### src/design/srs_defs.svh
// Constants for the switch reset and initialization sequencer.
// Assumes inclusion by bare name from both design modules.
`ifndef SRS_DEFS_SVH
`define SRS_DEFS_SVH
// Register offsets on the plain register port
`define SRS_OFS_CONTROL 8'h00
`define SRS_OFS_STATUS 8'h04
`define SRS_OFS_SMBUS 8'h08
`define SRS_OFS_EEPROM 8'h0C
// Control register fields
`define SRS_CTL_HALT_BIT 0
`define SRS_CTL_WARM_BIT 1
`define SRS_CTL_HOT_BIT 2
// Status register fields
`define SRS_STS_COMMON_CLOCK_DOWNSTREAM_BIT 0
`define SRS_STS_COMMON_CLOCK_UPSTREAM_BIT 1
`define SRS_STS_SLOW_BIT 2
`define SRS_STS_HALT_BIT 3
`define SRS_STS_MODE_LSB 4
`define SRS_STS_PHASE_LSB 8
// SMBus status register fields
`define SRS_SMB_DONE_BIT 0
`define SRS_SMB_ERR_BIT 1
`define SRS_SMB_CODE_LSB 8
// Mode codes
`define SRS_MODE_NORMAL 4'h0
`define SRS_MODE_EEPROM 4'h1
// Times and derived cycle counts at 200 MHz
`define SRS_CLK_MHZ 200
`define SRS_TRAIN_MS 20
`define SRS_RETRY_MS 100
`define SRS_EE_MS 200
`define SRS_NORMAL_MS 1000
`define SRS_TRAIN_CYC (`SRS_TRAIN_MS * 1000 * `SRS_CLK_MHZ)
`define SRS_RETRY_CYC (`SRS_RETRY_MS * 1000 * `SRS_CLK_MHZ)
`define SRS_EE_CYC (`SRS_EE_MS * 1000 * `SRS_CLK_MHZ)
`define SRS_NORMAL_CYC (`SRS_NORMAL_MS * 1000 * `SRS_CLK_MHZ)
// Master SMBus rates
`define SRS_SMB_SLOW_KHZ 100
`define SRS_SMB_FAST_KHZ 400
`define SRS_SMB_SLOW_DIV (`SRS_CLK_MHZ * 1000 / `SRS_SMB_SLOW_KHZ)
`define SRS_SMB_FAST_DIV (`SRS_CLK_MHZ * 1000 / `SRS_SMB_FAST_KHZ)
`endif

### src/design/srs_pkg.sv
// Types shared by the reset sequencer modules.
// Assumes srs_defs.svh is on the include path.
package srs_pkg;
	// Sequencer phases
	typedef enum logic [3:0] {
		SRS_IN_RESET,
		SRS_SAMPLE,
		SRS_PLL_INIT,
		SRS_TRAIN_START,
		SRS_SMB_FREQ,
		SRS_SLAVE_INIT,
		SRS_MASTER_INIT,
		SRS_EE_LOAD,
		SRS_HALTED,
		SRS_RUNNING
	} srs_phase_e;
	// Captured boot vector
	typedef struct packed {
		logic cclk_ds;
		logic cclk_us;
		logic slow;
		logic halt;
		logic [3:0] mode;
	} srs_boot_s;
	// Loader answer
	typedef struct packed {
		logic done;
		logic error;
		logic [7:0] code;
	} srs_load_s;
endpackage

### src/design/srs_sequencer.sv
// Fundamental reset and initialization sequencer for a multi-port switch.
// Assumes pins synchronous to clock and a plain one-cycle register port.
`timescale 1ns/1ps
`include "srs_defs.svh"
module srs_sequencer import srs_pkg::*; #(
	parameter int TRAIN_CYC = `SRS_TRAIN_CYC,
	parameter int RETRY_CYC = `SRS_RETRY_CYC,
	parameter int EE_CYC = `SRS_EE_CYC,
	parameter int NORMAL_CYC = `SRS_NORMAL_CYC,
	parameter int GPIO_W = 8
) (
	// Clock and reset
	input wire logic clock,
	input wire logic reset,
	// Boot pins
	input wire logic fundamental_reset_n,
	input wire logic common_clock_downstream,
	input wire logic common_clock_upstream,
	input wire logic master_smbus_slow_select,
	input wire logic reset_halt_hold,
	input wire logic [3:0] switch_operating_select,
	input wire logic [3:0] slave_smbus_addr_pins,
	// Bring-up handshakes from the analog and stack side
	input wire logic pll_locked,
	input wire logic ee_done,
	input wire logic ee_error,
	input wire logic [7:0] ee_code,
	input wire logic hot_reset_req,
	input wire logic up_sbr_req,
	input wire logic [2:0] down_sbr_req,
	// Register port
	input wire logic [7:0] reg_addr,
	input wire logic [31:0] reg_wdata,
	input wire logic reg_write,
	input wire logic reg_read,
	output logic [31:0] reg_rdata,
	// Bring-up controls
	output logic pll_init,
	output logic link_train,
	output logic stack_reset,
	output logic stack_quasi,
	output logic core_reset,
	output logic sticky_reset,
	output logic [2:0] down_port_reset,
	output logic down_link_hot,
	output logic slave_smb_en,
	output logic [3:0] slave_smb_addr,
	output logic master_smb_en,
	output logic master_smb_tick,
	output logic ee_start,
	output logic [GPIO_W-1:0] gpio_oe,
	output logic normal_op,
	output logic deadline_miss
);
	initial begin
		if (TRAIN_CYC < 1 || RETRY_CYC < TRAIN_CYC || GPIO_W < 1) $error("bad sequencer parameters");
	end
	srs_phase_e phase_reg; // Current phase
	srs_boot_s boot_reg; // Boot vector in use
	srs_boot_s cold_reg; // Boot vector of last cold reset
	srs_load_s load_reg; // EEPROM loader result
	logic seen_cold_reg; // A cold capture exists
	logic pin_seen_reg; // Pin was asserted this reset
	logic halt_ctl_reg; // Control halt bit
	logic warm_pend_reg; // Warm request waiting on completion
	logic [31:0] since_reg; // Cycles since reset clear
	logic tick_wire; // Divider tick
	logic wr_ctl; // Write to control register
	logic in_fund; // Fundamental reset active
	assign wr_ctl = reg_write && reg_addr == `SRS_OFS_CONTROL;
	// Warm request is raised one cycle after its write so the write completes first
	assign in_fund = !fundamental_reset_n || warm_pend_reg;

	// Divider for master SMBus clock
	srs_divider #(.DIV_W(12)) u_div (
		.clock(clock),
		.reset(reset),
		.enable(master_smb_en),
		.slow(boot_reg.slow),
		.tick(tick_wire)
	);

	// Warm request latch
	always_ff @(posedge clock) begin
		if (reset) begin
			warm_pend_reg <= 1'b0;
		end else begin
			warm_pend_reg <= wr_ctl && reg_wdata[`SRS_CTL_WARM_BIT];
		end
	end

	// Main phase machine
	always_ff @(posedge clock) begin
		if (reset || in_fund) begin
			phase_reg <= SRS_IN_RESET;
		end else begin
			case (phase_reg)
				SRS_IN_RESET: phase_reg <= SRS_SAMPLE;
				SRS_SAMPLE: phase_reg <= SRS_PLL_INIT;
				SRS_PLL_INIT: begin
					if (pll_locked) phase_reg <= SRS_TRAIN_START;
				end
				SRS_TRAIN_START: phase_reg <= SRS_SMB_FREQ;
				SRS_SMB_FREQ: phase_reg <= SRS_SLAVE_INIT;
				SRS_SLAVE_INIT: phase_reg <= SRS_MASTER_INIT;
				SRS_MASTER_INIT: begin
					if (boot_reg.mode == `SRS_MODE_EEPROM) phase_reg <= SRS_EE_LOAD;
					else phase_reg <= SRS_HALTED;
				end
				SRS_EE_LOAD: begin
					if (ee_done || ee_error) phase_reg <= SRS_HALTED;
				end
				SRS_HALTED: begin
					if (!halt_ctl_reg) phase_reg <= SRS_RUNNING;
				end
				SRS_RUNNING: phase_reg <= SRS_RUNNING;
				default: phase_reg <= SRS_IN_RESET;
			endcase
		end
	end

	// Track whether the pin itself caused this reset
	always_ff @(posedge clock) begin
		if (reset) begin
			pin_seen_reg <= 1'b0;
		end else if (!fundamental_reset_n) begin
			pin_seen_reg <= 1'b1;
		end else if (phase_reg == SRS_SAMPLE) begin
			pin_seen_reg <= 1'b0;
		end
	end

	// Boot vector capture, only on pin release; software reset reuses old values
	always_ff @(posedge clock) begin
		if (reset) begin
			boot_reg <= '0;
			cold_reg <= '0;
			seen_cold_reg <= 1'b0;
		end else if (phase_reg == SRS_SAMPLE && pin_seen_reg) begin
			boot_reg <= '{common_clock_downstream, common_clock_upstream,
				master_smbus_slow_select, reset_halt_hold, switch_operating_select};
			// First capture after power-up is the cold one
			if (!seen_cold_reg) begin
				cold_reg <= '{common_clock_downstream, common_clock_upstream,
					master_smbus_slow_select, reset_halt_hold, switch_operating_select};
				seen_cold_reg <= 1'b1;
			end
		end
	end

	// Control halt bit: set by halt pin or EEPROM error, cleared by SMBus master
	always_ff @(posedge clock) begin
		// A fundamental reset reinitializes the halt bit as well, so no stale halt survives it
		if (reset || in_fund) begin
			halt_ctl_reg <= 1'b0;
		end else if (phase_reg == SRS_TRAIN_START && boot_reg.halt) begin
			halt_ctl_reg <= 1'b1;
		end else if (phase_reg == SRS_EE_LOAD && ee_error) begin
			halt_ctl_reg <= 1'b1;
		end else if (wr_ctl) begin
			halt_ctl_reg <= reg_wdata[`SRS_CTL_HALT_BIT];
		end
	end

	// Loader status: done on finish or abort, error details recorded
	always_ff @(posedge clock) begin
		if (reset || phase_reg == SRS_SAMPLE) begin
			load_reg <= '0;
		end else if (phase_reg == SRS_EE_LOAD && (ee_done || ee_error)) begin
			load_reg.done <= 1'b1;
			load_reg.error <= ee_error;
			load_reg.code <= ee_error ? ee_code : 8'h00;
		end
	end

	// Time since reset clear, saturating
	always_ff @(posedge clock) begin
		if (reset || in_fund) begin
			since_reg <= '0;
		end else if (since_reg != 32'hFFFF_FFFF) begin
			since_reg <= since_reg + 32'h0000_0001;
		end
	end

	// Bring-up outputs, all registered
	always_ff @(posedge clock) begin
		if (reset || in_fund) begin
			pll_init <= 1'b0;
			link_train <= 1'b0;
			stack_reset <= 1'b1;
			stack_quasi <= 1'b0;
			core_reset <= 1'b1;
			sticky_reset <= 1'b1;
			slave_smb_en <= 1'b0;
			slave_smb_addr <= 4'h0;
			master_smb_en <= 1'b0;
			ee_start <= 1'b0;
			normal_op <= 1'b0;
			gpio_oe <= '0;
		end else begin
			sticky_reset <= 1'b0;
			pll_init <= phase_reg == SRS_PLL_INIT;
			if (phase_reg == SRS_TRAIN_START) link_train <= 1'b1;
			if (phase_reg == SRS_TRAIN_START) begin
				// Stacks leave reset into retry-only quasi-reset
				stack_reset <= 1'b0;
				stack_quasi <= 1'b1;
			end
			if (phase_reg == SRS_SLAVE_INIT) begin
				slave_smb_en <= 1'b1;
				slave_smb_addr <= slave_smbus_addr_pins;
			end
			if (phase_reg == SRS_MASTER_INIT) master_smb_en <= 1'b1;
			ee_start <= phase_reg == SRS_MASTER_INIT && boot_reg.mode == `SRS_MODE_EEPROM;
			if (phase_reg == SRS_RUNNING) begin
				stack_quasi <= 1'b0;
				core_reset <= 1'b0;
				normal_op <= 1'b1;
			end
			// Hot reset reruns core logic but leaves sticky state alone
			if (hot_reset_req && phase_reg == SRS_RUNNING) core_reset <= 1'b1;
		end
	end

	// Secondary bus resets
	always_ff @(posedge clock) begin
		if (reset) begin
			down_port_reset <= '0;
			down_link_hot <= 1'b0;
		end else begin
			// Upstream bus reset covers all downstream ports, not the upstream bridge
			// A downstream bus reset hot resets only the port that asked for it
			down_port_reset <= up_sbr_req ? 3'b111 : down_sbr_req;
			// Any downstream bus reset raises the single shared down_link_hot, whichever port asked for it
			down_link_hot <= |down_sbr_req;
		end
	end

	// Deadline monitor and SMBus tick
	always_ff @(posedge clock) begin
		if (reset || in_fund) begin
			deadline_miss <= 1'b0;
			master_smb_tick <= 1'b0;
		end else begin
			master_smb_tick <= tick_wire;
			if (since_reg >= 32'(NORMAL_CYC) && !normal_op && !halt_ctl_reg) deadline_miss <= 1'b1;
		end
	end

	// Register read port, data in the cycle after the strobe
	always_ff @(posedge clock) begin
		if (reset) begin
			reg_rdata <= '0;
		end else if (reg_read) begin
			case (reg_addr)
				`SRS_OFS_CONTROL: reg_rdata <= {31'h0, halt_ctl_reg};
				`SRS_OFS_STATUS: reg_rdata <= {20'h0_0000, 4'(phase_reg), cold_reg.mode,
					halt_ctl_reg, cold_reg.slow, cold_reg.cclk_us, cold_reg.cclk_ds};
				`SRS_OFS_SMBUS: reg_rdata <= {16'h0000, load_reg.code, 6'h00, load_reg.error, load_reg.done};
				default: reg_rdata <= 32'h0000_0000;
			endcase
		end else begin
			reg_rdata <= 32'h0000_0000;
		end
	end

	// Checks
	AST_TRAIN_BY_LIMIT: assert property (@(posedge clock) disable iff (reset || in_fund)
		since_reg == 32'(TRAIN_CYC) |-> link_train) else $error("training not started in time");
	AST_RETRY_BY_LIMIT: assert property (@(posedge clock) disable iff (reset || in_fund)
		since_reg == 32'(RETRY_CYC) |-> !stack_reset) else $error("stacks not answering in time");
	AST_HALT_HOLDS: assert property (@(posedge clock) disable iff (reset)
		phase_reg == SRS_HALTED && halt_ctl_reg |=> core_reset) else $error("core left reset while halted");
	AST_EE_ERR_HALT: assert property (@(posedge clock) disable iff (reset || in_fund)
		phase_reg == SRS_EE_LOAD && ee_error |=> halt_ctl_reg && load_reg.error) else $error("error not halting");
	AST_DONE_FLAG: assert property (@(posedge clock) disable iff (reset || in_fund)
		phase_reg == SRS_EE_LOAD && (ee_done || ee_error) |=> load_reg.done) else $error("done not set");
	AST_WARM_AFTER_WRITE: assert property (@(posedge clock) disable iff (reset)
		wr_ctl && reg_wdata[`SRS_CTL_WARM_BIT] |-> phase_reg != SRS_IN_RESET || !fundamental_reset_n
		##1 phase_reg != SRS_IN_RESET || !fundamental_reset_n ##1 phase_reg == SRS_IN_RESET)
		else $error("warm reset not one cycle after write");
	AST_SMB_ORDER: assert property (@(posedge clock) disable iff (reset)
		$rose(master_smb_en) |-> slave_smb_en) else $error("master SMBus before slave");
	AST_GPIO_INPUT: assert property (@(posedge clock) disable iff (reset)
		$past(in_fund) |-> gpio_oe == '0) else $error("general pins driven after reset");
endmodule // srs_sequencer

### src/design/srs_divider.sv
// Master SMBus bit-rate tick generator.
// Assumes the rate select is stable while enabled.
`timescale 1ns/1ps
`include "srs_defs.svh"
module srs_divider import srs_pkg::*; #(
	parameter int DIV_W = 12
) (
	// Clock and reset
	input wire logic clock,
	input wire logic reset,
	// Control
	input wire logic enable,
	input wire logic slow,
	// Tick out
	output logic tick
);
	initial begin
		if (DIV_W < 11) $error("divider width too small");
	end
	logic [DIV_W-1:0] count_reg;
	logic [DIV_W-1:0] limit;
	// Rate is fixed by the select pin alone
	assign limit = slow ? DIV_W'(`SRS_SMB_SLOW_DIV - 1) : DIV_W'(`SRS_SMB_FAST_DIV - 1);
	// Free-running divider while enabled
	always_ff @(posedge clock) begin
		if (reset || !enable) begin
			count_reg <= '0;
			tick <= 1'b0;
		end else if (count_reg >= limit) begin
			count_reg <= '0;
			tick <= 1'b1;
		end else begin
			count_reg <= count_reg + 1'b1;
			tick <= 1'b0;
		end
	end
endmodule // srs_divider

### config.mk
export PLATFORM = sky130hd
export DESIGN_NAME = srs_sequencer
export DESIGN_NICKNAME = d
export VERILOG_FILES = /design/src/design/srs_pkg.sv /design/src/design/srs_sequencer.sv /design/src/design/srs_divider.sv
export VERILOG_INCLUDE_DIRS = /design/src /design/src/design
export SDC_FILE = /design/constraint.sdc
export NUM_CORES = 1
export LEC_CHECK = 0
export BUFFER_PORTS_ARGS = -buffer_cell sky130_fd_sc_hd__buf_2
export CORE_AREA = 2 2 103 155
export CTS_CLUSTER_SIZE = 40
export DETAILED_ROUTE_END_ITERATION = 7
export DIE_AREA = 0 0 105 157
export PLACE_DENSITY = 0.64
export RECOVER_POWER = 100
export SYNTH_ARGS = -nofsm -noshare
export SYNTH_HDL_FRONTEND = slang
export SYNTH_SLANG_ARGS = --single-unit
### constraint.sdc
create_clock -name clock -period 2.9 [get_ports clock]
set_clock_uncertainty 0.2 [all_clocks]
set_input_delay 0.58 -clock clock [delete_from_list [all_inputs] [get_ports clock]]
set_output_delay 0.58 -clock clock [all_outputs]
set_load 0.02 [all_outputs]
Word-level counts from Yosys, hierarchy flattened
Cells that the tools add are included.
{ "word_totals": {"ff_bits": 128, "inputBits": 73, "output_inout_bits": 60, "word_cells": 102} }
{ "op_classes": {"add_sub_neg": 2, "order_cmp": 2, "eq_ne": 17, "mux": 16, "bitwise": 2, "reduce_logical": 29} }
{ "op_table": {"columns": ["cell", "n"], "rows": [
  ["16-bit case mux with 3 select lines", 1],
  ["4-bit case mux with 10 select lines", 1],
  ["32-bit by 1-bit adder with 32-bit output (second input constant)", 1],
  ["32-bit by 28-bit greater-or-equal comparator with 1-bit output (second input constant)", 1],
  ["32-bit inequality test (second input constant)", 1],
  ["4-bit by 3-bit equality test with 1-bit output (second input constant)", 4],
  ["4-bit 2-to-1 mux", 4],
  ["12-bit by 1-bit adder with 12-bit output (second input constant)", 1],
  ["12-bit greater-or-equal comparator", 1],
  ["11-bit 2-to-1 mux", 1],
  ["1-bit logical AND", 10],
  ["4-bit by 1-bit equality test with 1-bit output (second input constant)", 2],
  ["4-bit by 2-bit equality test with 1-bit output (second input constant)", 2],
  ["4-bit equality test (second input constant)", 2],
  ["8-bit by 3-bit equality test with 1-bit output (second input constant)", 1],
  ["8-bit by 4-bit equality test with 1-bit output (second input constant)", 1],
  ["8-bit zero test", 1],
  ["8-bit 2-to-1 mux", 1],
  ["2-bit OR reduction", 4],
  ["1-bit 2-to-1 mux", 7],
  ["2-bit inequality test (second input constant)", 3],
  ["1-bit logical OR", 5],
  ["1-bit zero test", 4],
  ["4-bit zero test", 1],
  ["7 further kinds", 8]
]} }

Longest topological paths before layout
{ "depth": {"word_depth": 5, "depth_mapped": 8, "depth_no_buf": 7} }

Modules after synthesis
A second synthesis with hierarchy kept.
{ "unflattened": {"hier_cells": 571, "area_unflattened_um2": 4931.0} }
{ "modules_own_cells": {"columns": ["module", "instances", "cells_each", "area_each_um2", "seq_area_each_um2"], "rows": [
  ["srs_sequencer", 1, 499, 4290.4, 1981.9],
  ["srs_divider", 1, 72, 640.6, 260.2]
]} }

Worst setup path before layout
Ideal clock, no wire load.
{ "synth_path": {"kind": "flip-flop to flip-flop", "from": "reg since_reg[1]", "to": "reg since_reg[0]", "setup_time_ps": 128, "arrival_ps": 1917, "t_required_ps": 2572, "slack_ps": 655, "stages_incl_launch_ff": 9, "n_path_buf": 2, "period_less_slack_ps": 2245, "cell_sequence": "dfxtp_1 ha_1 nand3_1 or3_4 nor4_4 buf_6 buf_8 xnor2_1 nor2_1"} }
{ "synth_via": {"elab_chain_len": 1} }
{ "synth_lines": {"columns": ["element", "line", "source"], "rows": [
  ["start: declaration", "srs_sequencer.sv:66", "logic [31:0] since_reg;"],
  ["start signal: assignment", "srs_sequencer.sv:181", "since_reg <= since_reg + 32'h0000_0001;"],
  ["32-bit inequality test", "srs_sequencer.sv:180", "end else if (since_reg != 32'hFFFF_FFFF) begin"]
]} }
Every way passes these cells.
A chain may end at the register's enable or synchronous reset.

Worst setup path after layout
{ "layout_path": {"from": "reg phase_reg[0]", "to": "reg cold_reg[6] (netlist bit)"} }
{ "layout_via": {"elab_chain_len": 3} }
{ "layout_lines": {"columns": ["element", "line", "source"], "rows": [
  ["start: declaration", "srs_sequencer.sv:58", "srs_phase_e phase_reg;"],
  ["start signal: assignment", "srs_sequencer.sv:95", "phase_reg <= SRS_IN_RESET;"],
  ["start signal: assignment", "srs_sequencer.sv:98", "SRS_IN_RESET: phase_reg <= SRS_SAMPLE;"],
  ["start signal: assignment", "srs_sequencer.sv:99", "SRS_SAMPLE: phase_reg <= SRS_PLL_INIT;"],
  ["4-bit by 1-bit equality test with 1-bit output", "srs_sequencer.sv:139", "end else if (phase_reg == SRS_SAMPLE && pin_seen_reg) begin"],
  ["1-bit logical AND", "srs_sequencer.sv:139", null],
  ["2-bit AND reduction (no source line)", null, null],
  ["end signal: assignment", "srs_sequencer.sv:144", "cold_reg <= '{common_clock_downstream, common_clock_upstream,"],
  ["end: declaration", "srs_sequencer.sv:60", "srs_boot_s cold_reg;"]
]} }
Every way passes these cells.

==> metrics.csv <==
metric,value,unit
Num CTS Buffers,9,
CP max FO,11,
Overflow after GRT,0,
number of max-cap violations,0,
layout cells sized above 1,10.94,%
Post-synth top flop,dfxtp_1,
Ant. Diodes,0,
nets@finish,717,
Tot GR Track Use,13.12,%
Die Y,157,µm
Core Region,0.01500,mm²
final instance area,0.005633,mm²
die width,105,µm
Fill cells,1545,
Iter 0 DRT Violations,165,
setup ws final,428.0,ps
"Distinct cells, synth",55,
Crit. End Element,flip-flop,
met3 usage,2.526,%
Starting Density,32.76,%
vias in the first global route,3701,
synth warn,0,
register area share after synthesis,45.62,%
CTS tree,yes,
post-synthesis register bit count,112,
"FFs w/ async S/R, synth",0,%
maximum clock rate,0.4045,GHz
critical path cell sequence,nor4b_1 -> clkbuf_1 -> nand2_1 -> nor2_1 -> nand2_1 -> a21oi_1,
register area,0.002242,mm²
most frequent CP cell,nand2_1,
area of the multi-input gates,0.002411,mm²
Pleak,2.048,nW
max reg flops,32,
"Clk Latency, worst-skew pair",340,ps
final hold vios,0,
DR vias,4099,
clock sinks,112,
VDD IR-drop max,0.0002766,V
maximum number of pins on one net before global-route repair,26,
Placement Cell Area,0.005414,mm²
# setup viols final,0,
initial antenna violation count,0,
Levels on crit path,6,
Worst Path Required,2970,ps
worst min path class,in2reg,
clk buf depth,2,
Critical Path Start Type,flip-flop,
Critical path origin,phase_reg[0],
post-route setup TNS,0,ps
post-CTS setup buffers,0,
CTS resizes,0,
most frequent cells in the layout,"112 x dfxtp_1, 73 x nor2_1, 54 x nand2_1, 42 x a21oi_1, 41 x buf_2",
period utilisation layout,85.24,%
Post-synth EDFFs,0,
WL final,10920,µm
Place WS,492.7,ps
Mapped Avg Cell Area,8.745,µm²
RePlAce Congestion,0.8253,
Worst Tran Pin Value,1081,ps
reg2reg start,phase_reg[0],
CP Buf/Inv Count,1,
Pwr Density,519.2,mW/mm²
IO Pins,133,
final routed DRC violation total,0,
global-route wire length before repair,17730,µm
area grow syn2layout,14.61,%
post-route ant nets,0,
Critical-path top delay cell,dfxtp_1,
met2 Use GR,25.70,%
IO buf count,78,
Rel. slew slack,27.94,%
hold buffer count at CTS,0,
std cell rows,55,
Gate Count Post-Synth,562,
die footprint,0.01649,mm²
H-tree Lvls,3,
CP peak stage delay,540,ps
Tmin final,2472,ps
status,"finished, final reports clean",
RSZ-0062 raised after global routing,false,
worst reg-to-reg path cell count,6,
Hold Path Cell Cnt,2,
Root Buffer,clkbuf_16,
hold path startpoint,fundamental_reset_n,
"CTS clk-pin slew, worst paths",80,ps
First-pass DRT Iterations,4,
crit-path leading delay family,simple AND/OR/NAND/NOR gates,
"Cell Area, Synth",0.004915,mm²
GR peak layer,met2,
GR Util met1,13.88,%
"commonest non-fill, non-tap cell in the layout",dfxtp_1,
Worst Path Arrival,2540,ps
routed vias/inst,4.886,
Final Max Slew Viols,0,
Crit Path Class,reg2reg,
Wirelength per Cell,13.02,µm
post-DP HPWL,8187,µm
[logic make-up (layout without fill, tap and decap cells)]
kind of cell,Yosys count,in the layout,synth area share (%)
compound gates,108,108,14.03
xor+xnor,17,17,3.030
fa+ha+maj,9,9,2.291
buf+inv,58,113,6.670
flops,112,112,45.62
mux,8,8,1.629
other cells,1,24,0.07630
simple gates,249,249,26.65
[per-layer routing]
metal / wire length, µm / share of wire (%) / vias up
met5: 0 / 0 / -
met3: 460 / 4.2 / 6
li1: - / - / 2103
met1: 4455 / 41 / 1888
met4: 116 / 1.1 / 0
met2: 5890 / 54 / 102
[path summary, 6_finish.rpt]
path / endpoint / slack [ps]
max: cold_reg[6] / 430
min: pin_seen_reg / 250
max reg2reg: cold_reg[6] / 430
min reg2reg: cold_reg[3] / 250
[report_power, final]
part	internal, W	total (W)	switching [W]
Clock	0.000613	0.00123	0.000612
Combinational	0.0000418	0.000137	0.0000957
Sequential	0.00155	0.00156	0.0000121
Total	0.00220	0.00292	0.000720
[metrics by stage]
| stage | util [%] | power [W] | cells | hold WS [ps] |
|---|---|---|---|---|
| after detailed placement | 36.09 | 0.001742 | 823 | 241.0 |
| after CTS | 38.07 | 0.002967 | 839 | 229.5 |
| after global routing | 37.55 | 0.003036 | 839 | 248.6 |
| final | 37.55 | 0.002925 | 839 | 245.4 |
| after floorplan | - | 0.001709 | 585 | 225.9 |
| after global placement | 36.09 | 0.001741 | 823 | 236.1 |
[area by class of cell]
class	instances	share of cell area, %
clock buffer	9	3.998
clock inverter	7	1.288
inverter	11	0.7330
multi-input combinational	415	42.80
sequential	112	39.80
tap	199	4.420
timing repair buffer	86	6.952
[cell usage after synthesis, drive strengths merged (2+ instances only)]
cell type	number	area (µm²)
o21ai	15	75.07
o31ai	8	73.82
nor2b	5	31.28
nor3	10	50.05
and3	17	106.4
a31oi	6	37.54
xnor2	9	78.83
a22oi	13	97.59
clkbuf	19	71.32
inv	11	41.29
a211o	4	35.03
nor2	73	274.0
nand2	54	202.7
buf	28	215.2
or3	11	73.82
nand2b	8	50.05
nor4	6	65.06
nand4	9	77.57
a211oi	4	30.03
a21o	2	15.01
dfxtp	112	2242
ha	9	112.6
or4	13	97.59
and2	5	31.28
o211ai	5	37.54
nor3b	3	22.52
and4	5	43.79
or2	3	18.77
o2111ai	4	35.03
mux2i	8	80.08
xor2	8	70.07
nand3	23	115.1
a21oi	42	210.2
Note: power is estimated with default switching activity, not from simulation.
